<file path="src/include/rpgoc_cfg.svh">
// Offsets, field positions, masks and reset values of the pixel gain/offset/clip stage.
// Assumes inclusion by bare name from the design files; definitions only.
`ifndef RPGOC_CFG_SVH
`define RPGOC_CFG_SVH

// ----------------------------------------------------------------
// Register byte addresses
// ----------------------------------------------------------------
`define RPGOC_ADDR_GAIN    8'h00
`define RPGOC_ADDR_OFFSET  8'h04
`define RPGOC_ADDR_CLIP    8'h08
`define RPGOC_ADDR_LINEA   8'h0c
`define RPGOC_ADDR_LINEB   8'h10
`define RPGOC_ADDR_SETUP   8'h14
`define RPGOC_ADDR_BT656   8'h18
`define RPGOC_ADDR_MEDTHR  8'h1c
`define RPGOC_ADDR_STATUS  8'h20
`define RPGOC_ADDR_MASK    8'h24

// ----------------------------------------------------------------
// Field layouts
// ----------------------------------------------------------------
`define RPGOC_SETUP_MASK   16'h0f3d
`define RPGOC_SETUP_PIPE   11:10
`define RPGOC_SETUP_CAP    9:8
`define RPGOC_SETUP_STRIPE 5
`define RPGOC_SETUP_SLICE  4:2
`define RPGOC_SETUP_ALAW   0
`define RPGOC_BT656_ON     0
`define RPGOC_BT656_ECC    1
`define RPGOC_STAT_LINE    30:16
`define RPGOC_GAIN_FRAC    8
`define RPGOC_SLICE_MAX    3'h4
`define RPGOC_ALAW_MANT    5
`define RPGOC_LINE_MAX     15'h7fff

// ----------------------------------------------------------------
// Reset values
// ----------------------------------------------------------------
`define RPGOC_GAIN_UNITY   11'h100
`define RPGOC_GAIN_RST     11'h100
`define RPGOC_CLIP_RST     14'h3fff

`endif

</file>
<file path="src/include/rpgoc_pkg.sv">
// Types shared by the pixel gain/offset/clip stage.
// Assumes nothing of its surroundings.
package rpgoc_pkg;
	typedef logic [13:0] rpgoc_pix_t;
	typedef enum logic [1:0] {RPGOC_FILT_NONE, RPGOC_FILT_AVG, RPGOC_FILT_MEDIAN, RPGOC_FILT_RSVD} rpgoc_fmode_t;
endpackage

</file>
<file path="src/hw/rpgoc_gain_clip.sv">
// Gain, offset and ceiling clip of one raw sample, one register stage.
// Assumes gain and offset already latched per frame by the caller.
`timescale 1ns/10ps
`default_nettype none
`include "rpgoc_cfg.svh"

module rpgoc_gain_clip
	import rpgoc_pkg::*;
(
	input  wire logic        clk,
	input  wire logic        nrst,
	input  wire rpgoc_pix_t  inPix,
	input  wire logic        inValid,
	input  wire logic        inBlue,
	input  wire logic [10:0] gain,
	input  wire logic [9:0]  offset,
	input  wire rpgoc_pix_t  clip,
	output rpgoc_pix_t       outPix,
	output logic             outValid
);
	logic [10:0] gainUse;
	logic [24:0] product;
	logic [16:0] scaled;
	logic [17:0] sum;
	rpgoc_pix_t  clipped;
	rpgoc_pix_t  pixQ;
	logic        validQ;

	// Unity gain for samples that are not blue/magenta
	assign gainUse = inBlue ? gain : `RPGOC_GAIN_UNITY;
	assign product = inPix * gainUse;
	assign scaled  = product[24:`RPGOC_GAIN_FRAC];
	assign sum     = {1'b0, scaled} + {8'h00, offset};
	// Wide compare so a gain overflow still clips
	assign clipped = (sum > {4'h0, clip}) ? clip : sum[13:0];

	// Output stage
	always_ff @(posedge clk or negedge nrst) begin
		if (!nrst) begin
			pixQ   <= '0;
			validQ <= 1'b0;
		end else begin
			if (inValid) begin
				pixQ <= clipped;
			end
			validQ <= inValid;
		end
	end

	assign outPix   = pixQ;
	assign outValid = validQ;
endmodule
`default_nettype wire

</file>
<file path="src/hw/rpgoc_filter3.sv">
// Three-sample horizontal filter: none, average or thresholded median.
// Assumes a stream of valid samples; output is the window centre, two samples late.
`timescale 1ns/10ps
`default_nettype none
`include "rpgoc_cfg.svh"

module rpgoc_filter3
	import rpgoc_pkg::*;
(
	input  wire logic          clk,
	input  wire logic          nrst,
	input  wire rpgoc_pix_t    inPix,
	input  wire logic          inValid,
	input  wire rpgoc_fmode_t  mode,
	input  wire rpgoc_pix_t    threshold,
	output rpgoc_pix_t         outPix,
	output logic               outValid
);
	rpgoc_pix_t  winQ [3];
	rpgoc_pix_t  loAB, hiAB, med, diff, filt;
	logic [15:0] avgSum;
	rpgoc_pix_t  pixQ;
	logic        validQ;

	// Window shift, one entry per stage
	always_ff @(posedge clk or negedge nrst) begin
		if (!nrst) begin
			winQ[0] <= '0;
		end else if (inValid) begin
			winQ[0] <= inPix;
		end
	end
	for (genvar i = 1; i < 3; i++) begin : gWin
		always_ff @(posedge clk or negedge nrst) begin
			if (!nrst) begin
				winQ[i] <= '0;
			end else if (inValid) begin
				winQ[i] <= winQ[i-1];
			end
		end
	end

	// Median of three; replaces centre only when it stands out past threshold
	assign loAB   = (winQ[0] < winQ[1]) ? winQ[0] : winQ[1];
	assign hiAB   = (winQ[0] < winQ[1]) ? winQ[1] : winQ[0];
	assign med    = (hiAB < winQ[2]) ? hiAB : ((loAB > winQ[2]) ? loAB : winQ[2]);
	assign diff   = (winQ[1] > med) ? winQ[1] - med : med - winQ[1];
	// Weighted 1-2-1 average avoids a divide by three
	assign avgSum = {2'b00, winQ[0]} + {1'b0, winQ[1], 1'b0} + {2'b00, winQ[2]};

	// Mode select; reserved code behaves as no filter
	always_comb begin
		case (mode)
			RPGOC_FILT_NONE:   filt = winQ[1];
			RPGOC_FILT_AVG:    filt = avgSum[15:2];
			RPGOC_FILT_MEDIAN: filt = (diff > threshold) ? med : winQ[1];
			default:           filt = winQ[1];
		endcase
	end

	always_ff @(posedge clk or negedge nrst) begin
		if (!nrst) begin
			pixQ   <= '0;
			validQ <= 1'b0;
		end else begin
			if (inValid) begin
				pixQ <= filt;
			end
			validQ <= inValid;
		end
	end

	assign outPix   = pixQ;
	assign outValid = validQ;
endmodule
`default_nettype wire

</file>
<file path="src/hw/rpgoc_top.sv">
// Pixel conditioning stage: APB registers, frame latching, gain/clip, filters,
// slice select, A-law for capture and two line-count frame interrupts.
// Assumes sensor pins asynchronous to clk and held stable around their valid strobe.
//
// Behaviour
// Blue/magenta samples are multiplied by an 11-bit gain with eight fraction bits.
// A 10-bit offset is added to every sample after gain.
// Each sample is saturated at a programmable 14-bit ceiling.
// Gain, offset, filter, pattern, slice and A-law settings change only at vertical sync; the median threshold goes to the filters unlatched.
// First frame interrupt fires at a programmed 15-bit line count after vertical sync.
// Second, independent frame interrupt fires at its own 15-bit line count.
// Image pipe path mode picks none, average or median filter; code 3 reserved.
// Capture path has its own mode picking none, average or median filter.
// Median filter is governed by a programmable 14-bit threshold.
// Slice select picks which ten bits feed A-law and statistics; codes 5-7 reserved.
// With enable set, captured data passes the A-law table before memory.
// Each frame interrupt pulses once per frame when the line count first matches.
// Reserved bits read zero and writes to them change nothing.
`timescale 1ns/10ps
`default_nettype none
`include "rpgoc_cfg.svh"

module rpgoc_top
	import rpgoc_pkg::*;
(
	input  wire logic        clk,
	input  wire logic        nrst,
	input  wire logic        psel,
	input  wire logic        penable,
	input  wire logic        pwrite,
	input  wire logic [7:0]  paddr,
	input  wire logic [31:0] pwdata,
	output logic [31:0]      prdata,
	output logic             pready,
	output logic             pslverr,
	input  wire logic        vertSyncPulse,
	input  wire logic        lineStartPulse,
	input  wire logic        pixValid,
	input  wire logic        pixBlueMag,
	input  wire logic [13:0] pixData,
	output logic [13:0]      pipeData,
	output logic             pipeValid,
	output logic [13:0]      capData,
	output logic             capValid,
	output logic [9:0]       statsData,
	output logic             statsValid,
	output logic             irq,
	output logic             bt656PortEnable,
	output logic             syncCodeCorrectionEnable,
	output logic             colourPatternStripe
);

	// ----------------------------------------------------------------
	// Helpers
	// ----------------------------------------------------------------

	// Ten-bit slice; reserved codes fall back to the top slice
	function automatic logic [9:0] sliceOf(input rpgoc_pix_t p, input logic [2:0] sel);
		logic [2:0] s;
		s = (sel > `RPGOC_SLICE_MAX) ? 3'h0 : sel;
		return 10'(p >> (`RPGOC_SLICE_MAX - s));
	endfunction

	// Segmented A-law style compression, ten bits to eight
	function automatic logic [7:0] alawOf(input logic [9:0] x);
		logic [7:0] code;
		code = {3'h0, x[4:0]};
		for (int p = `RPGOC_ALAW_MANT; p < 10; p++) begin
			if (x[p]) begin
				code = {3'(p - `RPGOC_ALAW_MANT + 1), 5'(x >> (p - `RPGOC_ALAW_MANT))};
			end
		end
		return code;
	endfunction

	// ----------------------------------------------------------------
	// Pin synchronisers
	// ----------------------------------------------------------------
	logic [17:0] pinMetaQ;
	logic [17:0] pinSyncQ;
	logic        vsyncDlyQ;
	logic        hsyncDlyQ;
	logic        vsyncRise;
	logic        hsyncRise;

	// Two stages for every pin; pixel bus relies on data settling around its strobe
	always_ff @(posedge clk or negedge nrst) begin
		if (!nrst) begin
			pinMetaQ <= '0;
			pinSyncQ <= '0;
		end else begin
			pinMetaQ <= {vertSyncPulse, lineStartPulse, pixValid, pixBlueMag, pixData};
			pinSyncQ <= pinMetaQ;
		end
	end

	// Edge detectors look only at the second stage
	always_ff @(posedge clk or negedge nrst) begin
		if (!nrst) begin
			vsyncDlyQ <= 1'b0;
			hsyncDlyQ <= 1'b0;
		end else begin
			vsyncDlyQ <= pinSyncQ[17];
			hsyncDlyQ <= pinSyncQ[16];
		end
	end

	assign vsyncRise = pinSyncQ[17] & ~vsyncDlyQ;
	assign hsyncRise = pinSyncQ[16] & ~hsyncDlyQ;

	// ----------------------------------------------------------------
	// APB slave
	// ----------------------------------------------------------------
	logic        preadyQ;
	logic        pslverrQ;
	logic [31:0] prdataQ;
	logic        apbAccess;
	logic        wrEn;
	logic        hitGain, hitOff, hitClip, hitLineA, hitLineB;
	logic        hitSetup, hitBt, hitThr, hitStat, hitMask, addrHit;
	logic [31:0] rdMux;

	// One wait state: pready rises in the second access cycle
	assign apbAccess = psel & penable & ~preadyQ;
	assign wrEn      = psel & penable & preadyQ & pwrite;

	// Address decode
	assign hitGain  = paddr == `RPGOC_ADDR_GAIN;
	assign hitOff   = paddr == `RPGOC_ADDR_OFFSET;
	assign hitClip  = paddr == `RPGOC_ADDR_CLIP;
	assign hitLineA = paddr == `RPGOC_ADDR_LINEA;
	assign hitLineB = paddr == `RPGOC_ADDR_LINEB;
	assign hitSetup = paddr == `RPGOC_ADDR_SETUP;
	assign hitBt    = paddr == `RPGOC_ADDR_BT656;
	assign hitThr   = paddr == `RPGOC_ADDR_MEDTHR;
	assign hitStat  = paddr == `RPGOC_ADDR_STATUS;
	assign hitMask  = paddr == `RPGOC_ADDR_MASK;
	assign addrHit  = hitGain | hitOff | hitClip | hitLineA | hitLineB | hitSetup | hitBt | hitThr | hitStat | hitMask;

	// ----------------------------------------------------------------
	// Software registers
	// ----------------------------------------------------------------
	logic [10:0] gainQ;
	logic [9:0]  offQ;
	rpgoc_pix_t  clipQ;
	logic [14:0] lineValQ [2];
	logic [15:0] setupQ;
	logic [1:0]  btQ;
	rpgoc_pix_t  thrQ;
	logic [1:0]  statusQ;
	logic [1:0]  maskQ;
	logic [1:0]  statusD;
	logic [1:0]  evtVec;
	logic [14:0] lineCntQ;

	// Only defined field bits are stored, so reserved bits stay zero
	always_ff @(posedge clk or negedge nrst) begin
		if (!nrst) begin
			gainQ       <= `RPGOC_GAIN_RST;
			offQ        <= '0;
			clipQ       <= `RPGOC_CLIP_RST;
			lineValQ[0] <= '0;
			lineValQ[1] <= '0;
			setupQ      <= '0;
			btQ         <= '0;
			thrQ        <= '0;
			maskQ       <= '0;
		end else if (wrEn) begin
			if (hitGain)  gainQ       <= pwdata[10:0];
			if (hitOff)   offQ        <= pwdata[9:0];
			if (hitClip)  clipQ       <= pwdata[13:0];
			if (hitLineA) lineValQ[0] <= pwdata[14:0];
			if (hitLineB) lineValQ[1] <= pwdata[14:0];
			if (hitSetup) setupQ      <= pwdata[15:0] & `RPGOC_SETUP_MASK;
			if (hitBt)    btQ         <= pwdata[1:0];
			if (hitThr)   thrQ        <= pwdata[13:0];
			if (hitMask)  maskQ       <= pwdata[1:0];
		end
	end

	// Read mux; status also shows the running line count
	assign rdMux = hitGain  ? 32'(gainQ) :
	               hitOff   ? 32'(offQ) :
	               hitClip  ? 32'(clipQ) :
	               hitLineA ? 32'(lineValQ[0]) :
	               hitLineB ? 32'(lineValQ[1]) :
	               hitSetup ? 32'(setupQ) :
	               hitBt    ? 32'(btQ) :
	               hitThr   ? 32'(thrQ) :
	               hitStat  ? {1'b0, lineCntQ, 14'h0000, statusQ} :
	               hitMask  ? 32'(maskQ) : 32'h0000_0000;

	// Answer registers; unmapped addresses read zero with pslverr
	always_ff @(posedge clk or negedge nrst) begin
		if (!nrst) begin
			preadyQ  <= 1'b0;
			pslverrQ <= 1'b0;
			prdataQ  <= '0;
		end else begin
			preadyQ  <= apbAccess;
			pslverrQ <= apbAccess & ~addrHit;
			prdataQ  <= (apbAccess & ~pwrite) ? rdMux : 32'h0000_0000;
		end
	end

	// ----------------------------------------------------------------
	// Frame latching
	// ----------------------------------------------------------------
	logic [10:0] gainShQ;
	logic [9:0]  offShQ;
	logic [15:0] setupShQ;

	// Settings stay put mid-frame so one image never mixes two gains
	always_ff @(posedge clk or negedge nrst) begin
		if (!nrst) begin
			gainShQ  <= `RPGOC_GAIN_RST;
			offShQ   <= '0;
			setupShQ <= '0;
		end else if (vsyncRise) begin
			gainShQ  <= gainQ;
			offShQ   <= offQ;
			setupShQ <= setupQ;
		end
	end

	// ----------------------------------------------------------------
	// Line counter and frame interrupts
	// ----------------------------------------------------------------
	logic [14:0] lineCntD;
	logic [1:0]  firedQ;

	// Restarts at vertical sync, saturates at the field maximum
	assign lineCntD = vsyncRise ? 15'h0000 :
	                  (hsyncRise && lineCntQ != `RPGOC_LINE_MAX) ? lineCntQ + 15'h0001 : lineCntQ;

	always_ff @(posedge clk or negedge nrst) begin
		if (!nrst) begin
			lineCntQ <= '0;
		end else begin
			lineCntQ <= lineCntD;
		end
	end

	// One channel per frame interrupt, each armed again by vertical sync
	for (genvar c = 0; c < 2; c++) begin : gIrq
		assign evtVec[c] = (vsyncRise | hsyncRise) & (lineCntD == lineValQ[c]) & (vsyncRise | ~firedQ[c]);
		always_ff @(posedge clk or negedge nrst) begin
			if (!nrst) begin
				firedQ[c] <= 1'b0;
			end else begin
				firedQ[c] <= vsyncRise ? evtVec[c] : (firedQ[c] | evtVec[c]);
			end
		end
	end

	// Sticky status; an event in the clearing cycle survives
	assign statusD = (statusQ & ~((wrEn & hitStat) ? pwdata[1:0] : 2'b00)) | evtVec;

	logic irqQ;
	always_ff @(posedge clk or negedge nrst) begin
		if (!nrst) begin
			statusQ <= '0;
			irqQ    <= 1'b0;
		end else begin
			statusQ <= statusD;
			irqQ    <= |(statusD & maskQ);
		end
	end

	// ----------------------------------------------------------------
	// Pixel datapath
	// ----------------------------------------------------------------
	rpgoc_pix_t gcPix;
	logic       gcValid;
	rpgoc_pix_t capFilt;
	logic       capFiltValid;
	logic       alawSh;
	logic [2:0] sliceSh;

	assign alawSh  = setupShQ[`RPGOC_SETUP_ALAW];
	assign sliceSh = setupShQ[`RPGOC_SETUP_SLICE];

	// Clip ceiling is live; only gain and offset wait for the frame
	rpgoc_gain_clip uGainClip (
		.clk      (clk),
		.nrst     (nrst),
		.inPix    (pinSyncQ[13:0]),
		.inValid  (pinSyncQ[15]),
		.inBlue   (pinSyncQ[14]),
		.gain     (gainShQ),
		.offset   (offShQ),
		.clip     (clipQ),
		.outPix   (gcPix),
		.outValid (gcValid)
	);

	rpgoc_filter3 uPipeFilt (
		.clk       (clk),
		.nrst      (nrst),
		.inPix     (gcPix),
		.inValid   (gcValid),
		.mode      (rpgoc_fmode_t'(setupShQ[`RPGOC_SETUP_PIPE])),
		.threshold (thrQ),
		.outPix    (pipeData),
		.outValid  (pipeValid)
	);

	rpgoc_filter3 uCapFilt (
		.clk       (clk),
		.nrst      (nrst),
		.inPix     (gcPix),
		.inValid   (gcValid),
		.mode      (rpgoc_fmode_t'(setupShQ[`RPGOC_SETUP_CAP])),
		.threshold (thrQ),
		.outPix    (capFilt),
		.outValid  (capFiltValid)
	);

	// Capture and statistics outputs
	logic [13:0] capQ;
	logic        capValidQ;
	logic [9:0]  statsQ;
	logic        statsValidQ;
	logic [1:0]  btOutQ;
	logic        stripeQ;

	always_ff @(posedge clk or negedge nrst) begin
		if (!nrst) begin
			capQ        <= '0;
			capValidQ   <= 1'b0;
			statsQ      <= '0;
			statsValidQ <= 1'b0;
		end else begin
			if (capFiltValid) begin
				capQ <= alawSh ? {6'h00, alawOf(sliceOf(capFilt, sliceSh))} : capFilt;
			end
			if (gcValid) begin
				statsQ <= sliceOf(gcPix, sliceSh);
			end
			capValidQ   <= capFiltValid;
			statsValidQ <= gcValid;
		end
	end

	// Mode bits for neighbouring logic
	always_ff @(posedge clk or negedge nrst) begin
		if (!nrst) begin
			btOutQ  <= '0;
			stripeQ <= 1'b0;
		end else begin
			btOutQ  <= btQ;
			stripeQ <= setupShQ[`RPGOC_SETUP_STRIPE];
		end
	end

	// ----------------------------------------------------------------
	// Outputs
	// ----------------------------------------------------------------
	assign prdata                   = prdataQ;
	assign pready                   = preadyQ;
	assign pslverr                  = pslverrQ;
	assign capData                  = capQ;
	assign capValid                 = capValidQ;
	assign statsData                = statsQ;
	assign statsValid               = statsValidQ;
	assign irq                      = irqQ;
	assign bt656PortEnable          = btOutQ[`RPGOC_BT656_ON];
	assign syncCodeCorrectionEnable = btOutQ[`RPGOC_BT656_ECC];
	assign colourPatternStripe      = stripeQ;

	// ----------------------------------------------------------------
	// Checks
	// ----------------------------------------------------------------
	logic [1:0] evtCntQ;

	// Pulses of channel A since the last vertical sync
	always_ff @(posedge clk or negedge nrst) begin
		if (!nrst) begin
			evtCntQ <= '0;
		end else if (vsyncRise) begin
			evtCntQ <= {1'b0, evtVec[0]};
		end else if (evtVec[0] && evtCntQ != 2'h3) begin
			evtCntQ <= evtCntQ + 2'h1;
		end
	end
endmodule
`default_nettype wire

</file>
<file path="config.mk">
export PLATFORM = sky130hd
export DESIGN_NAME = rpgoc_top
export DESIGN_NICKNAME = d
export VERILOG_FILES = /design/src/include/rpgoc_pkg.sv /design/src/hw/rpgoc_gain_clip.sv /design/src/hw/rpgoc_filter3.sv /design/src/hw/rpgoc_top.sv
export VERILOG_INCLUDE_DIRS = /design/src /design/src/include
export SDC_FILE = /design/constraint.sdc
export NUM_CORES = 1
export LEC_CHECK = 0
export ABC_AREA = 0
export BUFFER_PORTS_ARGS = -buffer_cell sky130_fd_sc_hd__buf_4
export CORE_MARGIN = 3
export CORE_UTILIZATION = 45
export CTS_BUF_LIST = sky130_fd_sc_hd__clkbuf_8
export DETAILED_ROUTE_END_ITERATION = 10
export SKIP_CTS_REPAIR_TIMING = 1
export SLEW_MARGIN = 30
export SYNTH_ARGS = -nofsm -noshare
export SYNTH_HDL_FRONTEND = slang
export SYNTH_HIERARCHICAL = 1
export SYNTH_SLANG_ARGS = --single-unit
</file>
<file path="constraint.sdc">
create_clock -name clk -period 11.3 [get_ports clk]
set_input_delay 0.565 -clock clk [delete_from_list [all_inputs] [get_ports clk]]
set_output_delay 0.565 -clock clk [all_outputs]
set_load 0.05 [all_outputs]
</file>
==> Word level (Yosys, flattened, before mapping) <==
Index checks and enable logic that the tools add are counted.
{ "totals": {"ff_bits": 327, "inputBits": 63, "out_inout_bits": 79, "wordCells": 153} }
{ "classes": {"add_sub_neg": 7, "multipliers": 1, "order_cmp": 7, "eq_ne": 16, "n_shift": 2, "n_mux": 33, "n_bitwise": 38, "n_reduce_logical": 12} }
{ "op_table": {"columns": ["op", "count"], "rows": [
  ["$mux 31", 10],
  ["$mux 14", 8],
  ["$pmux 14 s2", 2],
  ["$gt 14x14->1", 3],
  ["$eq 8x5->1 const B", 4],
  ["$eq 15x15->1", 2],
  ["$mux 15", 2],
  ["$lt 14x14->1", 2],
  ["$shr 14x3->10", 2],
  ["$sub 14x14->14", 2],
  ["$mul 14x11->25", 1],
  ["$add 17x10->18", 1],
  ["$gt 18x14->1", 1],
  ["$reduce_and 2->1", 9],
  ["$add 14x15->16", 1],
  ["$add 16x14->16", 1],
  ["$eq 8x4->1 const B", 2],
  ["$eq 8x6->1 const B", 2],
  ["$mux 8", 2],
  ["$add 15x1->15 const B", 1],
  ["$ne 15x15->1 const B", 1],
  ["$mux 7", 2],
  ["$or 1x1->1", 14],
  ["$and 1x1->1", 13],
  ["17 further kinds", 28]
]} }

==> Depth between registers and ports, before layout <==
Gate-level depths: netlist (run 1).
{ "logic_depth": {"depth_word": 12, "mapped_depth": 44, "depth_no_buf": 39} }

==> Modules after synthesis <==
The synthesis (run 1) kept the hierarchy.
{ "modules_own_cells": {"columns": ["mod", "instances", "cells_each", "area_per_inst_um2", "seq_area_each_um2"], "rows": [
  ["rpgoc_top", 1, 1026, 11410.9, 6050.8],
  ["rpgoc_gain_clip", 1, 804, 6751.5, 375.4],
  ["rpgoc_filter3 (uPipeFilt)", 1, 768, 6652.6, 1426.4],
  ["rpgoc_filter3 (uCapFilt)", 1, 754, 6402.4, 1426.4]
]} }

==> Least setup slack after synthesis (run 1) <==
OpenSTA, ideal clock, no wires.
{ "synth_path": {"kind": "register to register", "start": "register pinSyncQ[14]", "end": "register uGainClip.pixQ[2], in the netlist uGainClip/outPix[2]", "arrival_time_ns": 8.410, "setup_slack_ns": 2.759, "path_stages_with_launch": 37, "period_less_slack_ns": 8.541, "cell_sequence": "dfrtp_1 > clkbuf_1 > and2_1 > clkbuf_1 > nand2_1 > fa_1 > fa_1 > inv_1 > fa_1 > fa_1 > inv_1 > fa_1 > inv_1 > ha_1 > nand4_1 > o21bai_1 > o21a_1 > o21ai_0 > xor2_1 > ha_1 > o21a_1 > a211oi_1 > o21a_1 > nor3_1 > nand2_1 > xor2_1 > ha_1 > a21o_1 > a21o_1 > a21oi_1 > o311ai_0 > a211oi_1 > mux2_2 > buf_2 > clkbuf_1 > a2bb2oi_1 > nand3_1"} }
{ "synth_between": {"elab_chain_cells": 5} }
{ "synth_rtl": {"columns": ["element", "line_no", "source"], "rows": [
  ["start, declared", "rpgoc_top.sv:80", "logic [17:0] pinSyncQ;"],
  ["start signal, assigned", "rpgoc_top.sv:93", "pinSyncQ <= pinMetaQ;"],
  ["$mux 11 (no line) *", null, null],
  ["$mul 14x11->25 *", "rpgoc_gain_clip.sv:31", "assign product = inPix * gainUse;"],
  ["$add 17x10->18 *", "rpgoc_gain_clip.sv:33", "assign sum = {1'b0, scaled} + {8'h00, offset};"],
  ["$gt 18x14->1", "rpgoc_gain_clip.sv:35", "assign clipped = (sum > {4'h0, clip}) ? clip : sum[13:0];"],
  ["$mux 14 *", "rpgoc_gain_clip.sv:35", null],
  ["end signal, assigned", "rpgoc_gain_clip.sv:44", "pixQ <= clipped;"],
  ["end, declared", "rpgoc_gain_clip.sv:26", "rpgoc_pix_t pixQ;"]
]} }
Every way passes the cells marked *; elsewhere a longest branch is shown, timed or not.
A chain may end at the register's enable or synchronous reset.

==> Worst setup path after layout (run 1) <==
{ "layout_path": {"start": "register uCapFilt/winQ[25] (netlist bit)", "end": "register uCapFilt.pixQ[10], in the netlist uCapFilt/outPix[10]"} }
{ "layout_between": {"elab_chain_cells": 10, "word_cells_on_any_way": 16, "cone_classes": "add/sub: 4; order compare: 5; mux: 7"} }
{ "layout_rtl": {"columns": ["element", "line_no", "source"], "rows": [
  ["start, declared", "rpgoc_filter3.sv:19", "rpgoc_pix_t winQ [3];"],
  ["start signal, assigned by index", "rpgoc_filter3.sv:38", "winQ[i] <= winQ[i-1];"],
  ["$lt 14x14->1", "rpgoc_filter3.sv:44, rpgoc_filter3.sv:45", null],
  ["$mux 14", "rpgoc_filter3.sv:44", "assign loAB = (winQ[0] < winQ[1]) ? winQ[0] : winQ[1];"],
  ["$gt 14x14->1", null, null],
  ["$mux 14 (2 in a row)", null, null],
  ["$sub 14x14->14 / $gt 14x14->1 (equally long branches)", null, null],
  ["$mux 14", null, null],
  ["$gt 14x14->1", null, null],
  ["$mux 14", null, null],
  ["$pmux 14 s2 *", "rpgoc_filter3.sv:53", "case (mode)"],
  ["end signal, assigned", "rpgoc_filter3.sv:67", "pixQ <= filt;"],
  ["end, declared", "rpgoc_filter3.sv:22", "rpgoc_pix_t pixQ;"]
]} }
Marks and branches as above.

==> impl_metrics.env, run 1 <==
export IMPL_grt_pass1_wl_mm=146
export IMPL_die_x_um=269
export IMPL_grt_use_total_pct=25.1
export IMPL_clk_latency_ns=0.68
export IMPL_r2r_slack_ns=0.71
export IMPL_crit_path_start="uCapFilt/winQ[25]$_DFFE_PN0P_"
export IMPL_endpoint="uCapFilt/outPix[10]$_DFFE_PN0P_"
export IMPL_die_area_mm2=0.0726
export IMPL_worstPathRequired_ns=11.89
export IMPL_ys_ff_latch=370
export IMPL_worstMarginPinSlew_ns=1.02
export IMPL_dpl_cell_count=4255
export IMPL_row_count=95
export IMPL_ant_nets=0
export IMPL_cpPeakStageDelay_ns=0.61
export IMPL_r2r_start="uCapFilt/winQ[25]$_DFFE_PN0P_"
export IMPL_num_fill_cells=6384
export IMPL_critPathLaunchType="flip-flop"
export IMPL_area_growth_pct=11.0
export IMPL_max_freq_ghz=0.0945
export IMPL_detail_route_wl_per_cell_um=21.0
export IMPL_path_max_fanout=29
export IMPL_cts_root_buffer_cell="clkbuf_8"
export IMPL_grt_pass1_vias=26100
export IMPL_fp_dieH_um=269
export IMPL_ys_seq_area_share_pct=29.7
export IMPL_drive_above_1_share_pct=14.3
export IMPL_period_minus_slack_ns=10.59
export IMPL_synth_flop_cell="dfrtp_1"
export IMPL_cts_buffer_depth=3
export IMPL_grt_overflow=0
export IMPL_power_density_mw_per_mm2=186
export IMPL_htree_levels=3
export IMPL_dp_hpwl_mm=70.0
export IMPL_drc=0
export IMPL_syn_inst=3352
export IMPL_synth_warnings=6
export IMPL_portBuffers=122
export IMPL_drt_initial_drc_count=1799
export IMPL_ir_drop_mv=0.107
export IMPL_antenna_found_initial=1
export IMPL_clk_pin_slew_ns=0.06
export IMPL_synth_edf_count=0
export IMPL_hp_class="input port to flip-flop"
export IMPL_viasPerCell=5.85
export IMPL_p_leak_nw=16.8
export IMPL_core_area_mm2=0.0680
export IMPL_stdcell_count=4408
export IMPL_skew_ns=0.0364
export IMPL_route_vias_total=25800
export IMPL_r2r_cells=38
export IMPL_cp_end_kind="flip-flop"
export IMPL_routed_wl_mm=92.6
export IMPL_hold_depth=2
export IMPL_firstDrtPassIters=5
export IMPL_place_gp_congestion=0.934
export IMPL_clock_sinks=370
export IMPL_setup_tns_ns=0
export IMPL_cp_arrival_ns=11.18
export IMPL_grt_max_degree=182
export IMPL_status="completed"
export IMPL_drv_cap=0
export IMPL_final_max_slew_viol_count=0
export IMPL_hold_viol=0
export IMPL_syn_area_mm2=0.0312
export IMPL_cts_tree="yes"
export IMPL_async_reset_ff_share_pct=100
export IMPL_grt_setup_unrepaired="false"
export IMPL_slew_headroom_pct=32.2
export IMPL_fin_crit_sh_pct=93.7
export IMPL_crit_slowest_cell="o21ai_4"
export IMPL_synth_distinct_cells=103
export IMPL_path_class="flip-flop to flip-flop"
export IMPL_io_pins=142
export IMPL_cp_common_cell="ha_1"
export IMPL_worstReg2RegEnd="uCapFilt/outPix[10]$_DFFE_PN0P_"
export IMPL_syn_area_per_cell_um2=9.31
export IMPL_finalSetupViolations=0
export IMPL_layout_nets=3910
export IMPL_initial_utilization_pct=45.9
export IMPL_cts_buffers=73
-- cell type report --
cell class / instances / area [um2] / share of cell area [%]
Multi-Input combinational cell: 2511 / 20100 / 58.0
Tap cell: 921 / 1150 / 3.33
Timing Repair Buffer: 169 / 1370 / 3.96
Clock inverter: 37 / 277 / 0.798
Clock buffer: 95 / 1310 / 3.77
Antenna cell: 1 / 2.50 / 0.00722
Inverter: 304 / 1140 / 3.29
Sequential cell: 370 / 9280 / 26.8
-- placed cells by master (no fill, tap or decap), types with 11 or more instances in the layout --
cell type / n
nor2b_1: 43
clkbuf_8: 95
nand2b_1: 29
nor4_1: 18
o21ai_0: 161
a221oi_1: 27
xnor2_1: 56
a31oi_1: 20
nand3_1: 64
o21a_1: 31
ha_1: 279
and3_1: 88
buf_4: 145
or3_1: 25
mux2_2: 162
a211oi_1: 18
a21o_1: 57
o211ai_1: 19
a2bb2oi_1: 19
nor2_1: 150
dfrtp_1: 352
a21oi_1: 202
nor3_1: 43
nand2_1: 374
dlygate4sd3_1: 19
xor2_1: 28
inv_1: 326
and2_1: 39
mux2i_1: 112
o21ai_1: 15
mux4_2: 11
o2111ai_1: 19
dfstp_2: 16
fa_1: 139
o22ai_1: 15
nand4_1: 33
-- where the power goes --
| group | total [W] | switching [W] | internal (W) |
|---|---|---|---|
| Sequential | 0.00151 | 0.000116 | 0.00139 |
| Combinational | 0.00349 | 0.00206 | 0.00142 |
| Clock | 0.00146 | 0.000636 | 0.000827 |
| Total | 0.00646 | 0.00281 | 0.00364 |
-- logic make-up after synthesis --
| logic type | synth area share, % |
|---|---|
| xor gates and xnor gates | 2.53 |
| and+or+nand+nor | 15.4 |
| AOI/OAI and AO/OA | 15.9 |
| adders and majority gates | 20.1 |
| buffers and inverters | 6.06 |
| DFF | 29.7 |
| other | 0.0120 |
| muxes | 10.3 |
-- cells in the mapped netlist, drive strengths merged (8+ instances only) --
cell	instances	share of area, %
a211o	9	0.25
a211oi	20	0.51
a21boi	10	0.28
a21o	57	1.4
a21oi	205	3.3
a221o	9	0.29
a221oi	27	0.76
a2bb2oi	19	0.53
a31o	10	0.28
a31oi	21	0.44
and2	40	0.80
and3	88	1.8
and4	9	0.25
buf	59	1.1
clkbuf	109	1.3
dfrtp	354	28
dfstp	16	1.3
fa	139	8.9
ha	279	11
inv	303	3.6
mux2	163	5.9
mux2i	112	3.6
mux4	11	0.79
nand2	374	4.5
nand2b	30	0.60
nand3	64	1.0
nand4	35	0.77
nor2	151	1.8
nor2b	45	0.90
nor3	44	0.71
nor4	22	0.58
o2111ai	19	0.53
o211ai	19	0.46
o21a	31	0.75
o21ai	179	2.9
o21bai	8	0.19
o22a	9	0.25
o22ai	15	0.30
o31ai	10	0.30
or3	27	0.57
or4	8	0.20
xnor2	57	1.6
xor2	28	0.79
-- flip-flops by register name (all words and copies together) (netlist names), 9 cells and up --
register and cells:
offQ 10, gainShQ 11, gainQ 11, pinMetaQ 18, capData 14, thrQ 14
uCapFilt/winQ 42, pinSyncQ 18, setupQ 9, lineValQ 30, lineCntQ 15, uPipeFilt/winQ 42
prdata 30, offShQ 10, uGainClip/outPix 14, statsData 10, uPipeFilt/outPix 14, uCapFilt/outPix 14
clipQ 14, setupShQ 9
-- critical path: cells and delay by family, from the launching register on --
family | cells | cell delay, ns
fa+ha+maj | 5 | 1.62
xor+xnor | 1 | 0.23
buf+inv | 2 | 0.48
compound gates | 17 | 4.76
flops | 1 | 0.50
mux | 1 | 0.36
simple gates | 12 | 2.52
-- worst min path at each step --
stage                                      start                      endpoint
final                                 pwdata[14]      lineValQ[14]$_DFFE_PN0P_
after global routing                  pwdata[14]      lineValQ[14]$_DFFE_PN0P_
after CTS                                   nrst  uCapFilt/winQ[7]$_DFFE_PN0P_
after detailed placement  pinMetaQ[16]$_DFF_PN0_        pinSyncQ[16]$_DFF_PN0_
after global placement    pinMetaQ[16]$_DFF_PN0_        pinSyncQ[16]$_DFF_PN0_
after floorplan                             nrst           btOutQ[0]$_DFF_PN0_
-- stage by stage --
| step | power (W) | utilization [%] | hold WS [ns] | setup slack, ns | instance area [um2] |
|---|---|---|---|---|---|
| global placement | 0.00480 | 48.3 | 0.332 | 1.08 | 32800 |
| global route | 0.00685 | 51.0 | 0.0872 | 0.0427 | 34600 |
| finish | 0.00646 | 51.0 | 0.124 | 0.713 | 34600 |
| floorplan | 0.00402 | - | 0.269 | 2.76 | 31200 |
| CTS | 0.00643 | 50.6 | -0.151 | 0.936 | 34400 |
| detailed placement | 0.00493 | 48.3 | 0.336 | 0.989 | 32800 |
-- routing by layer --
metal	global-route usage, %	vias up	part of all wire, %
li1	-	12000	-
met1	34.0	12800	45
met2	41.3	827	47
met3	4.24	152	5.5
met4	7.45	0	2.8
met5	0	-	0
Power figures use the tool's default switching activity.
==> run 2, diff against run 1 <==
- MAX_ROUTING_LAYER: unset -> met4
==> impl_metrics.env, run 2 (synthesis results as in run 1) <==
export IMPL_io_pins=142
export IMPL_grt_pass1_wl_mm=148
export IMPL_clock_sinks=370
export IMPL_period_minus_slack_ns=10.21
export IMPL_path_class="flip-flop to flip-flop"
export IMPL_drive_above_1_share_pct=14.3
export IMPL_viasPerCell=5.85
export IMPL_portBuffers=122
export IMPL_slew_headroom_pct=39.6
export IMPL_drc=0
export IMPL_critPathLaunchType="flip-flop"
export IMPL_detail_route_wl_per_cell_um=21.1
export IMPL_wl_met2_mm=43.2
export IMPL_cpPeakStageDelay_ns=0.50
export IMPL_fin_crit_sh_pct=90.4
export IMPL_worstPathRequired_ns=11.89
export IMPL_finalSetupViolations=0
export IMPL_area_growth_pct=10.9
export IMPL_drv_cap=0
export IMPL_cts_buffers=72
export IMPL_crit_slowest_cell="dfrtp_1"
export IMPL_status="completed"
export IMPL_r2r_cells=39
export IMPL_wl_met1_mm=42.2
export IMPL_grt_overflow=0
export IMPL_die_area_mm2=0.0726
export IMPL_clk_pin_slew_ns=0.06
export IMPL_ant_nets=0
export IMPL_antenna_found_initial=1
export IMPL_layout_commonest_cell="nand2_1"
export IMPL_cts_buffer_depth=3
export IMPL_mostFrequentLayoutCells="nand2_1 (374), dfrtp_1 (353), inv_1 (327), ha_1 (279), a21oi_1 (202)"
export IMPL_power_density_mw_per_mm2=186
export IMPL_whs_ns=0.122
export IMPL_firstDrtPassIters=6
export IMPL_cts_root_buffer_cell="clkbuf_8"
export IMPL_row_count=95
export IMPL_min_from="pwdata[14]"
export IMPL_layout_nets=3915
export IMPL_p_leak_nw=16.9
export IMPL_worstMarginPinSlew_ns=0.902
export IMPL_hold_path_endpoint="lineValQ[14]$_DFFE_PN0P_"
export IMPL_cts_tree="yes"
export IMPL_routed_wl_mm=93.0
export IMPL_crit_path_start="uCapFilt/winQ[25]$_DFFE_PN0P_"
export IMPL_hold_depth=2
export IMPL_dpl_cell_count=4261
export IMPL_cp_common_cell="ha_1"
export IMPL_clk_latency_ns=0.71
export IMPL_dp_hpwl_mm=71.0
export IMPL_layout_setup_ws_ns=1.09
export IMPL_place_ws_ns=1.29
export IMPL_fp_dieH_um=269
export IMPL_place_gp_congestion=0.939
export IMPL_top_regs="uCapFilt/winQ x42, uPipeFilt/winQ x42"
export IMPL_htree_levels=3
export IMPL_cp_end_kind="flip-flop"
export IMPL_drt_initial_drc_count=1761
export IMPL_initial_utilization_pct=45.9
export IMPL_max_freq_ghz=0.0979
export IMPL_r2r_start="uCapFilt/winQ[25]$_DFFE_PN0P_"
export IMPL_final_max_slew_viol_count=0
export IMPL_grt_setup_unrepaired="false"
export IMPL_top_layer="met4"
export IMPL_cp_arrival_ns=10.80
export IMPL_wl_met3_mm=4.84
export IMPL_skew_ns=0.0518
export IMPL_ir_drop_mv=0.138
export IMPL_worstReg2RegEnd="uCapFilt/outPix[10]$_DFFE_PN0P_"
export IMPL_hold_viol=0
export IMPL_grt_use_total_pct=26.2
export IMPL_route_vias_total=25800
export IMPL_grt_max_degree=111
export IMPL_hp_class="input port to flip-flop"
export IMPL_r2r_slack_ns=1.09
export IMPL_setup_tns_ns=0
export IMPL_stdcell_count=4411
export IMPL_die_x_um=269
export IMPL_core_area_mm2=0.0680
export IMPL_path_max_fanout=30
export IMPL_grt_pass1_vias=26300
-- run 2: changes by cell type in the layout (fill, tap and decap cells not counted), sizes merged --
| cell | delta |
|---|---|
| clkinvlp | -1 |
| buf | +6 |
| bufinv | +1 |
| clkinv | -1 |
| inv | +6 |
| clkbuf | -8 |
-- run 2: worst max path at each step --
stage | cells after the start | end | slack (ns)
2_1_floorplan | 36 | uGainClip/outPix[2]$_DFFE_PN0P_ | 2.76
3_3_place_gp | 39 | uCapFilt/outPix[10]$_DFFE_PN0P_ | 1.27
3_5_place_dp | 39 | uCapFilt/outPix[3]$_DFFE_PN0P_ | 1.29
4_1_cts | 39 | uCapFilt/outPix[3]$_DFFE_PN0P_ | 1.19
5_1_grt | 39 | uCapFilt/outPix[12]$_DFFE_PN0P_ | 0.30
6_report | 39 | uCapFilt/outPix[10]$_DFFE_PN0P_ | 1.09
-- run 2: routing by layer --
metal  vias to the layer above  track usage (%)
li1                      12000                -
met1                     12800             34.6
met2                       762             41.6
met3                       182             3.93
met4                         0             8.22
met5                         -                -
-- run 2: where the power goes --
part,total (W),switching [W],internal (W)
logic,0.00348,0.00205,0.00143
clock network,0.00145,0.000648,0.000804
registers,0.00151,0.000115,0.00139
-- run 2: layout make-up --
class                           count  area [um2]
Multi-Input combinational cell   2511       20100
Clock buffer                       87        1200
Fill cell                        6386       33400
Tap cell                          921        1150
Sequential cell                   370        9280
Inverter                          304        1140
Clock inverter                     42         349
Antenna cell                        1        2.50
Timing Repair Buffer              175        1410
-- run 2: through the flow --
| stage | area [um2] | util [%] | power [W] |
|---|---|---|---|
| 2_1_floorplan | 31200 | - | 0.00402 |
| 3_3_place_gp | 32800 | 48.3 | 0.00480 |
| 3_5_place_dp | 32900 | 48.3 | 0.00492 |
| 4_1_cts | 34400 | 50.6 | 0.00642 |
| 5_1_grt | 34600 | 50.9 | 0.00686 |
| 6_report | 34600 | 50.9 | 0.00644 |
-- run 2: worst max-delay path, delay by kind of cell (launching register included) --
kind,cells,cell delay [ns]
flops,1,0.50
simple gates,12,2.76
fa+ha+maj,5,1.64
xor+xnor,1,0.22
buf+inv,3,0.68
compound gates,18,4.31
